### config.mk
export PLATFORM = sky130hd
export DESIGN_NAME = ipr_regs
export DESIGN_NICKNAME = d
export VERILOG_FILES = /design/src/verilog/ipr_pkg.sv /design/src/verilog/ipr_regs.sv
export SDC_FILE = /design/constraint.sdc
export NUM_CORES = 1
export LEC_CHECK = 0
export BUFFER_PORTS_ARGS = -buffer_cell sky130_fd_sc_hd__buf_2
export CORE_MARGIN = 3
export CORE_UTILIZATION = 46
export CTS_CLUSTER_DIAMETER = 60
export DETAILED_ROUTE_END_ITERATION = 6
export HOLD_SLACK_MARGIN = 0.1
export PLACE_DENSITY_LB_ADDON = 0.15
export SLEW_MARGIN = 15
export SYNTH_ARGS = -nofsm -noshare
export SYNTH_HDL_FRONTEND = slang
export SYNTH_SLANG_ARGS = --single-unit
export TNS_END_PERCENT = 10
### constraint.sdc
create_clock -name clk -period 1.7 [get_ports clk]
set_clock_uncertainty 0.05 [all_clocks]
set_input_delay 0.34 -clock clk [delete_from_list [all_inputs] [get_ports clk]]
set_output_delay 0.34 -clock clk [all_outputs]
set_load 0.1 [all_outputs]
### src/verilog/ipr_pkg.sv
// package: register map, field layout and carrier types of the interrupt register slice
package ipr_pkg;
	// ==========================================================
	// bus geometry
	localparam int ADDR_W = 8;
	// ==========================================================
	// register byte offsets
	localparam logic [7:0] OFF_EN0 = 8'h00;
	localparam logic [7:0] OFF_EN1 = 8'h04;
	localparam logic [7:0] OFF_DIS1 = 8'h0c;
	localparam logic [7:0] OFF_PSET0 = 8'h10;
	localparam logic [7:0] OFF_PSET1 = 8'h14;
	localparam logic [7:0] OFF_PCLR0 = 8'h18;
	localparam logic [7:0] OFF_PCLR1 = 8'h1c;
	localparam logic [7:0] OFF_ACT0 = 8'h20;
	localparam logic [7:0] OFF_ACT1 = 8'h24;
	localparam logic [7:0] OFF_PRIO0 = 8'h28;
	localparam logic [7:0] OFF_STAT = 8'h30;
	localparam logic [7:0] OFF_MASK = 8'h34;
	// ==========================================================
	// implemented interrupt bits of each group
	localparam logic [31:0] VALID0 = 32'hbfff_fffb;
	localparam logic [31:0] VALID1 = 32'h0000_011f;
	// ==========================================================
	// priority fields
	localparam int PRIO_W = 3;
	localparam int WDT_LSB = 5;
	localparam int BOD_LSB = 13;
	localparam int DMA_LSB = 29;
	// ==========================================================
	// event status bits
	localparam int STAT_W = 4;
	localparam int EV_HW0 = 0;
	localparam int EV_HW1 = 1;
	localparam int EV_ENTRY = 2;
	localparam int EV_EXIT = 3;
	// ==========================================================
	// reset values
	localparam logic [31:0] RST_WORD = 32'h0000_0000;
	localparam logic [2:0] RST_PRIO = 3'h0;
	localparam logic [3:0] RST_STAT = 4'h0;
	// ==========================================================
	// carriers
	typedef struct packed {
		logic [31:0] g1;
		logic [31:0] g0;
	} ipr_grp_t;
	typedef struct packed {
		logic [2:0] dma;
		logic [2:0] bod;
		logic [2:0] wdt;
	} ipr_prio_t;
	typedef struct packed {
		logic entry;
		logic exit;
		logic [5:0] id;
	} ipr_exc_t;
endpackage : ipr_pkg

### src/verilog/ipr_regs.sv
// module: enable, pending, active and priority registers of the interrupt controller slice
//
// Chosen here: the address map and the Avalon-MM interface to the registers.
`timescale 1ns/1ns
`default_nettype none
// ==========================================================
// What this block does
// writing one to disable bit clears enable
// disable register reads current enable state
// second-group bits follow second enable layout
// first-group bits follow first enable layout
// writing one to pend-set makes pending
// pend-set and pend-clear read pending state
// writing one to pend-clear removes pending
// active registers are read-only
// active bit high while service runs
// active registers absent in small build
// unassigned bits are reserved
// priority fields at 7:5, 15:13, 31:29
// priority zero is most urgent
// group0: watchdog 0, brown-out 1, dma 3
// group1: bits 0 to 4 and 8 only
// each priority field three bits wide
// unused bits read zero, all reset zero
module ipr_regs #(
	parameter bit HAS_ACTIVE = 1'b1
) (
	// clock and reset
	input wire logic clk,
	input wire logic arst_n,
	// avalon-mm slave
	input wire logic [ipr_pkg::ADDR_W-1:0] avs_address,
	input wire logic avs_read,
	input wire logic avs_write,
	input wire logic [31:0] avs_writedata,
	input wire logic [3:0] avs_byteenable,
	output logic [31:0] avs_readdata,
	output logic avs_waitrequest,
	// peripheral request lines, asynchronous
	input wire ipr_pkg::ipr_grp_t irq_lines,
	// core exception entry and exit, same clock
	input wire ipr_pkg::ipr_exc_t core_exc,
	// state towards the arbiter
	output ipr_pkg::ipr_grp_t enable_q,
	output ipr_pkg::ipr_grp_t pending_q,
	output ipr_pkg::ipr_grp_t active_q,
	output ipr_pkg::ipr_prio_t prio_q,
	// event interrupt
	output logic irq
);
	// ==========================================================
	// helpers
	function automatic logic [31:0] be_mask(input logic [3:0] be);
		be_mask = {{8{be[3]}}, {8{be[2]}}, {8{be[1]}}, {8{be[0]}}};
	endfunction : be_mask

	function automatic logic hit(input logic [7:0] a, input logic [7:0] off);
		hit = (a == off);
	endfunction : hit

	function automatic logic [31:0] one_hot(input logic [4:0] n);
		one_hot = 32'h0000_0001 << n;
	endfunction : one_hot

	// ==========================================================
	// declarations
	ipr_pkg::ipr_grp_t s1_ff;
	ipr_pkg::ipr_grp_t s2_ff;
	ipr_pkg::ipr_grp_t en_ff;
	ipr_pkg::ipr_grp_t pend_ff;
	ipr_pkg::ipr_grp_t act_ff;
	ipr_pkg::ipr_grp_t nxt_en;
	ipr_pkg::ipr_grp_t nxt_pend;
	ipr_pkg::ipr_grp_t nxt_act;
	ipr_pkg::ipr_grp_t ent_v;
	ipr_pkg::ipr_grp_t ext_v;
	ipr_pkg::ipr_grp_t pset_v;
	ipr_pkg::ipr_grp_t pclr_v;
	ipr_pkg::ipr_prio_t prio_ff;
	ipr_pkg::ipr_prio_t nxt_prio;
	logic [ipr_pkg::STAT_W-1:0] stat_ff;
	logic [ipr_pkg::STAT_W-1:0] mask_ff;
	logic [ipr_pkg::STAT_W-1:0] nxt_stat;
	logic [ipr_pkg::STAT_W-1:0] ev;
	logic [31:0] rdata_ff;
	logic [31:0] rd_mux;
	logic [31:0] wm;
	logic wait_ff;
	logic irq_ff;
	logic take;
	logic wstb;

	// ==========================================================
	// bus handshake
	// answer one cycle after the request is seen; strobe at the edge it is taken
	assign take = (avs_read | avs_write) & wait_ff;
	assign wstb = avs_write & ~wait_ff;
	assign wm = avs_writedata & be_mask(avs_byteenable);

	// waitrequest drops for exactly one cycle per request
	always_ff @(posedge clk or negedge arst_n)
	begin
		if (!arst_n)
			wait_ff <= 1'b1;
		else
			wait_ff <= ~take;
	end

	// ==========================================================
	// request line synchroniser
	// lines come from other clocks, so two stages before any use
	always_ff @(posedge clk or negedge arst_n)
	begin
		if (!arst_n)
		begin
			s1_ff <= '0;
			s2_ff <= '0;
		end
		else
		begin
			s1_ff <= irq_lines;
			s2_ff <= s1_ff;
		end
	end

	// ==========================================================
	// exception entry and exit vectors
	// id bit 5 picks the group, low bits the interrupt
	always_comb
	begin
		ent_v = '0;
		ext_v = '0;
		if (core_exc.entry)
		begin
			if (core_exc.id[5])
				ent_v.g1 = one_hot(core_exc.id[4:0]);
			else
				ent_v.g0 = one_hot(core_exc.id[4:0]);
		end
		if (core_exc.exit)
		begin
			if (core_exc.id[5])
				ext_v.g1 = one_hot(core_exc.id[4:0]);
			else
				ext_v.g0 = one_hot(core_exc.id[4:0]);
		end
	end

	// ==========================================================
	// enable state
	always_comb
	begin
		nxt_en = en_ff;
		if (wstb && hit(avs_address, ipr_pkg::OFF_EN0))
			nxt_en.g0 = en_ff.g0 | wm;
		if (wstb && hit(avs_address, ipr_pkg::OFF_EN1))
			nxt_en.g1 = en_ff.g1 | wm;
		if (wstb && hit(avs_address, ipr_pkg::OFF_DIS1))
			nxt_en.g1 = en_ff.g1 & ~wm;
		nxt_en.g0 = nxt_en.g0 & ipr_pkg::VALID0;
		nxt_en.g1 = nxt_en.g1 & ipr_pkg::VALID1;
	end

	always_ff @(posedge clk or negedge arst_n)
	begin
		if (!arst_n)
			en_ff <= '0;
		else
			en_ff <= nxt_en;
	end

	// ==========================================================
	// pending state
	// a line or a set write beats a clear in the same cycle, so no event is lost
	always_comb
	begin
		pset_v = '0;
		pclr_v = '0;
		if (wstb && hit(avs_address, ipr_pkg::OFF_PSET0))
			pset_v.g0 = wm;
		if (wstb && hit(avs_address, ipr_pkg::OFF_PSET1))
			pset_v.g1 = wm;
		if (wstb && hit(avs_address, ipr_pkg::OFF_PCLR0))
			pclr_v.g0 = wm;
		if (wstb && hit(avs_address, ipr_pkg::OFF_PCLR1))
			pclr_v.g1 = wm;
		nxt_pend.g0 = (pend_ff.g0 & ~pclr_v.g0 & ~ent_v.g0) | pset_v.g0 | s2_ff.g0;
		nxt_pend.g1 = (pend_ff.g1 & ~pclr_v.g1 & ~ent_v.g1) | pset_v.g1 | s2_ff.g1;
		nxt_pend.g0 = nxt_pend.g0 & ipr_pkg::VALID0;
		nxt_pend.g1 = nxt_pend.g1 & ipr_pkg::VALID1;
	end

	always_ff @(posedge clk or negedge arst_n)
	begin
		if (!arst_n)
			pend_ff <= '0;
		else
			pend_ff <= nxt_pend;
	end

	// ==========================================================
	// active state, driven only by the core, never by a bus write
	always_comb
	begin
		nxt_act.g0 = ((act_ff.g0 & ~ext_v.g0) | ent_v.g0) & ipr_pkg::VALID0;
		nxt_act.g1 = ((act_ff.g1 & ~ext_v.g1) | ent_v.g1) & ipr_pkg::VALID1;
		if (!HAS_ACTIVE)
			nxt_act = '0;
	end

	always_ff @(posedge clk or negedge arst_n)
	begin
		if (!arst_n)
			act_ff <= '0;
		else
			act_ff <= nxt_act;
	end

	// ==========================================================
	// priority fields
	// only the three stored bits exist, so the quoted 32 levels fold into 8
	always_comb
	begin
		nxt_prio = prio_ff;
		if (wstb && hit(avs_address, ipr_pkg::OFF_PRIO0))
		begin
			if (avs_byteenable[0])
				nxt_prio.wdt = avs_writedata[ipr_pkg::WDT_LSB +: ipr_pkg::PRIO_W];
			if (avs_byteenable[1])
				nxt_prio.bod = avs_writedata[ipr_pkg::BOD_LSB +: ipr_pkg::PRIO_W];
			if (avs_byteenable[3])
				nxt_prio.dma = avs_writedata[ipr_pkg::DMA_LSB +: ipr_pkg::PRIO_W];
		end
	end

	// lower value is more urgent; the arbiter compares fields as unsigned
	always_ff @(posedge clk or negedge arst_n)
	begin
		if (!arst_n)
			prio_ff <= '{ipr_pkg::RST_PRIO, ipr_pkg::RST_PRIO, ipr_pkg::RST_PRIO};
		else
			prio_ff <= nxt_prio;
	end

	// ==========================================================
	// event status, mask and interrupt
	always_comb
	begin
		ev = '0;
		ev[ipr_pkg::EV_HW0] = |(s2_ff.g0 & ~pend_ff.g0 & ipr_pkg::VALID0);
		ev[ipr_pkg::EV_HW1] = |(s2_ff.g1 & ~pend_ff.g1 & ipr_pkg::VALID1);
		ev[ipr_pkg::EV_ENTRY] = core_exc.entry;
		ev[ipr_pkg::EV_EXIT] = core_exc.exit;
		nxt_stat = stat_ff;
		if (wstb && hit(avs_address, ipr_pkg::OFF_STAT))
			nxt_stat = stat_ff & ~wm[ipr_pkg::STAT_W-1:0];
		nxt_stat = nxt_stat | ev; // set beats clear
	end

	always_ff @(posedge clk or negedge arst_n)
	begin
		if (!arst_n)
			stat_ff <= ipr_pkg::RST_STAT;
		else
			stat_ff <= nxt_stat;
	end

	always_ff @(posedge clk or negedge arst_n)
	begin
		if (!arst_n)
			mask_ff <= ipr_pkg::RST_STAT;
		else if (wstb && hit(avs_address, ipr_pkg::OFF_MASK))
			mask_ff <= (mask_ff & ~{ipr_pkg::STAT_W{avs_byteenable[0]}})
				| wm[ipr_pkg::STAT_W-1:0];
	end

	// registered, so irq trails the status bit by one cycle
	always_ff @(posedge clk or negedge arst_n)
	begin
		if (!arst_n)
			irq_ff <= 1'b0;
		else
			irq_ff <= |(stat_ff & mask_ff);
	end

	// ==========================================================
	// read mux; unmapped and absent registers read zero
	always_comb
	begin
		rd_mux = ipr_pkg::RST_WORD;
		case (avs_address)
			ipr_pkg::OFF_EN0: rd_mux = en_ff.g0;
			ipr_pkg::OFF_EN1: rd_mux = en_ff.g1;
			ipr_pkg::OFF_DIS1: rd_mux = en_ff.g1;
			ipr_pkg::OFF_PSET0: rd_mux = pend_ff.g0;
			ipr_pkg::OFF_PSET1: rd_mux = pend_ff.g1;
			ipr_pkg::OFF_PCLR0: rd_mux = pend_ff.g0;
			ipr_pkg::OFF_PCLR1: rd_mux = pend_ff.g1;
			ipr_pkg::OFF_ACT0: rd_mux = HAS_ACTIVE ? act_ff.g0 : 32'h0;
			ipr_pkg::OFF_ACT1: rd_mux = HAS_ACTIVE ? act_ff.g1 : 32'h0;
			ipr_pkg::OFF_PRIO0:
			begin
				rd_mux[ipr_pkg::WDT_LSB +: ipr_pkg::PRIO_W] = prio_ff.wdt;
				rd_mux[ipr_pkg::BOD_LSB +: ipr_pkg::PRIO_W] = prio_ff.bod;
				rd_mux[ipr_pkg::DMA_LSB +: ipr_pkg::PRIO_W] = prio_ff.dma;
			end
			ipr_pkg::OFF_STAT: rd_mux[ipr_pkg::STAT_W-1:0] = stat_ff;
			ipr_pkg::OFF_MASK: rd_mux[ipr_pkg::STAT_W-1:0] = mask_ff;
			default: rd_mux = ipr_pkg::RST_WORD;
		endcase
	end

	// read data is caught when the answer is prepared and held after
	always_ff @(posedge clk or negedge arst_n)
	begin
		if (!arst_n)
			rdata_ff <= ipr_pkg::RST_WORD;
		else if (take && avs_read)
			rdata_ff <= rd_mux;
	end

	// ==========================================================
	// outputs
	assign avs_readdata = rdata_ff;
	assign avs_waitrequest = wait_ff;
	assign enable_q = en_ff;
	assign pending_q = pend_ff;
	assign active_q = act_ff;
	assign prio_q = prio_ff;
	assign irq = irq_ff;
endmodule : ipr_regs
`default_nettype wire
==> results.toml <==
[cts]
cts_max_path_buffers = 3
clk_pin_slew_ns = 0.06
h-tree-depth = 1
cts-root-buf = "clkbuf_16"
cts_tree = "yes"
clk-insertion-delay-late_ns = 0.52
post_cts_buffers = 0
numCtsBuffers = 25
cts.sinks = 231

[logic_synthesis]
synth_top_area_share_pct = 56.10
synthMuxAreaShare_pct = 2.220
ys.flop_type = "dfrtp_1"
ys_warn_count = 0
synth_top_area_cell = "dfrtp_1"
synth_cells = 994
ys_top_cells_by_area = "dfrtp_1 56%, buf_4 6.3%, nand2_1 6.3%"
synth_edf_count = 0
synth_compound_area_share_pct = 15.73
yosys.area_share.simple_pct = 15.61
async_reset_ff_share_pct = 100.0
synth.cell_area_sq_um = 10260
ys_seq_elements = 231
ys_types = 57
synthTopCellsByCount = "230 x dfrtp_1, 172 x nand2_1, 86 x buf_4, 63 x o21ai_0, 47 x a31oi_1"
synth.most_common_cell = "dfrtp_1"
syn_area_per_cell_sq_um = 10.32
synth_top_family_by_area = "compound AO/OA/AOI/OAI gates"
synth_fa_ha_area_share_pct = 0
synth-xor-area-share_pct = 0
ys_seq_area_share_pct = 56.36

[sta]
drv_slew = 0
clock.fmax_ghz = 0.5739
setup_slack_ns = -0.04250
finalCritPeriodShare_pct = 102.5
worst_slew_pin_slew_ns = 0.5064
final-setup-viol-count = 2
hold_viol_final = 0
max_slew_margin_pct = 65.78
rsz0062_at_grt = "yes"
finalSetupTns_ns = -0.04543
post-route-min-period_ns = 1.742

[floorplanning]
dieArea_sq_um = 24130
die_w_um = 155.3
io_pins = 355
rows = 54
core_area_sq_um = 21890
start_util_pct = 46.86
die_h_um = 155.3

[critical_path]
path_class = "flop to output pin"
cp_slowest_cell = "dfstp_4"
reg2reg_slack_ns = 0
path_cells = "buf_12"
endpoint_kind = "output pin"
slowest_delay_ns = 0.66
startpoint_type = "flop"
critPathMaxFanout = 5
cpLargestDelayFamily = "flip-flops"
cp.required_ns = 1.31
path_buf_inv = 1
crit_arrival_ns = 1.35

[min_path]
min_path_type = "input pin to flop"

[final_layout]
area_growth_pct = 39.99
utilization_pct = 65.60
fillers = 1765
drive_above_1_share_pct = 31.26
nNetsFinal = 1516

[grt]
grt_max_degree = 64
grt_usage_pct = 28.81
overflow = 0
grt_antenna_before_repair = 0
grt_pass1_vias = 9317
grt_pass1_wl_um = 54210

[route]
drtIter0Drc = 760
ant_nets = 0
num_vias = 9268
routed_via_density = 5.465
wl_per_cell_um = 21.03
dr.pass1.iters = 6
wirelength_um = 35670
drc_errors = 0

[pwr]
power.total_w = 0.01530
p_leak_nw = 7.019
p_per_area_nw_per_um2 = 1065
ir_drop_v = 0.0007879

[run_status]
failed_checks = "setup timing"
status = "complete, but fails checks"

[placement]
gp_congestion = 0.9353
buffer_ports.inserted = 242
dpl.hpwl_um = 26320
pre_cts_slack_ns = -0.3935

[run]
cap_violations = 0
==> path summary, 6_finish.rpt <==
path | startpoint | end | cells past startpoint
setup / recovery | avs_waitrequest | avs_waitrequest | 1
hold / removal | core_exc[2] | active_q[18] | 4
setup reg to reg | avs_waitrequest | pending_q[28] | 5
hold reg to reg | s1_ff[26] | s2_ff[26] | 0
max in group asynchronous | arst_n | avs_waitrequest | 3
min in group asynchronous | arst_n | s2_ff[16] | 2
==> per-layer routing <==
metal	vias up	part of all wire, %	global-route usage [%]
li1	4175	-	-
met1	4568	40	39.09
met2	445	48	46.91
met3	80	8.6	5.007
met4	0	3.6	10.21
met5	-	0	0
==> placed cells by master, fill, tap and decap left out, types with 7 or more instances in the layout <==
master / instances
o211ai_1: 7
a22o_1: 7
buf_4: 219
conb_1: 84
buf_6: 21
clkbuf_8: 7
a32oi_1: 7
dfrtp_1: 223
nor2_1: 43
or3_1: 30
a31oi_1: 47
dfrtp_2: 7
buf_2: 94
clkbuf_16: 25
mux2_2: 14
clkbuf_4: 10
o21ai_0: 54
buf_12: 12
o22ai_1: 14
o21ai_1: 10
o21bai_1: 30
dlygate4sd3_1: 73
a222oi_1: 19
nand2_1: 171
nand2b_1: 9
nand3_1: 13
mux2i_1: 7
inv_1: 36
a22oi_1: 9
==> through the flow <==
stage | area [sq um] | hold WS, ns | instances
2_1_floorplan | 10590 | -0.005591 | 1077
6_report | 14360 | 0.1748 | 1696
3_5_place_dp | 12260 | 0.1582 | 1576
3_3_place_gp | 12260 | 0.1577 | 1576
4_1_cts | 14240 | 0.1714 | 1694
5_1_grt | 14360 | 0.2033 | 1694
==> kinds of logic after synthesis <==
family / after synthesis
other: 1
buffers and inverters: 174
AOI/OAI and AO/OA: 238
and+or+nand+nor: 329
muxes: 21
DFF: 231
==> sequential cells by signal, indices dropped and copies added (netlist names), 4 cells and up, named ones only <==
| name | cells |
|---|---|
| avs_readdata | 32 |
| stat_ff | 4 |
| prio_q | 9 |
| active_q | 36 |
| pending_q | 36 |
| s1_ff | 36 |
| enable_q | 36 |
| s2_ff | 36 |
==> final cells by class <==
type / instances / area [sq um] / area share, %
flip-flops and latches: 231 / 5794 / 40.35
multi-input cells: 672 / 3831 / 26.68
repair buffers: 430 / 3412 / 23.76
clock buffers: 38 / 744.5 / 5.184
well taps: 280 / 350.3 / 2.439
inverters: 36 / 135.1 / 0.9409
clock inverters: 7 / 88.84 / 0.6186
diodes: 2 / 5.005 / 0.03485
==> power breakdown <==
group	internal, W	leakage, nW	switching [W]	total [W]
combinational	0.000739	3.81	0.00302	0.00376
clock	0.00331	0.414	0.00215	0.00546
sequential	0.00580	2.80	0.000286	0.00608
total	0.00985	7.02	0.00546	0.0153
==> timing repair <==
action / CTS / global route
pin swaps: 2 / 6
gates resized for setup: 159 / 39
endpoints found under the hold margin: 313 / 0
cloned: 0 / 0
hold buffers: 73 / 0
endpoints found under the setup margin: 198 / 73
No activity file was read; power rests on OpenSTA's default activity.
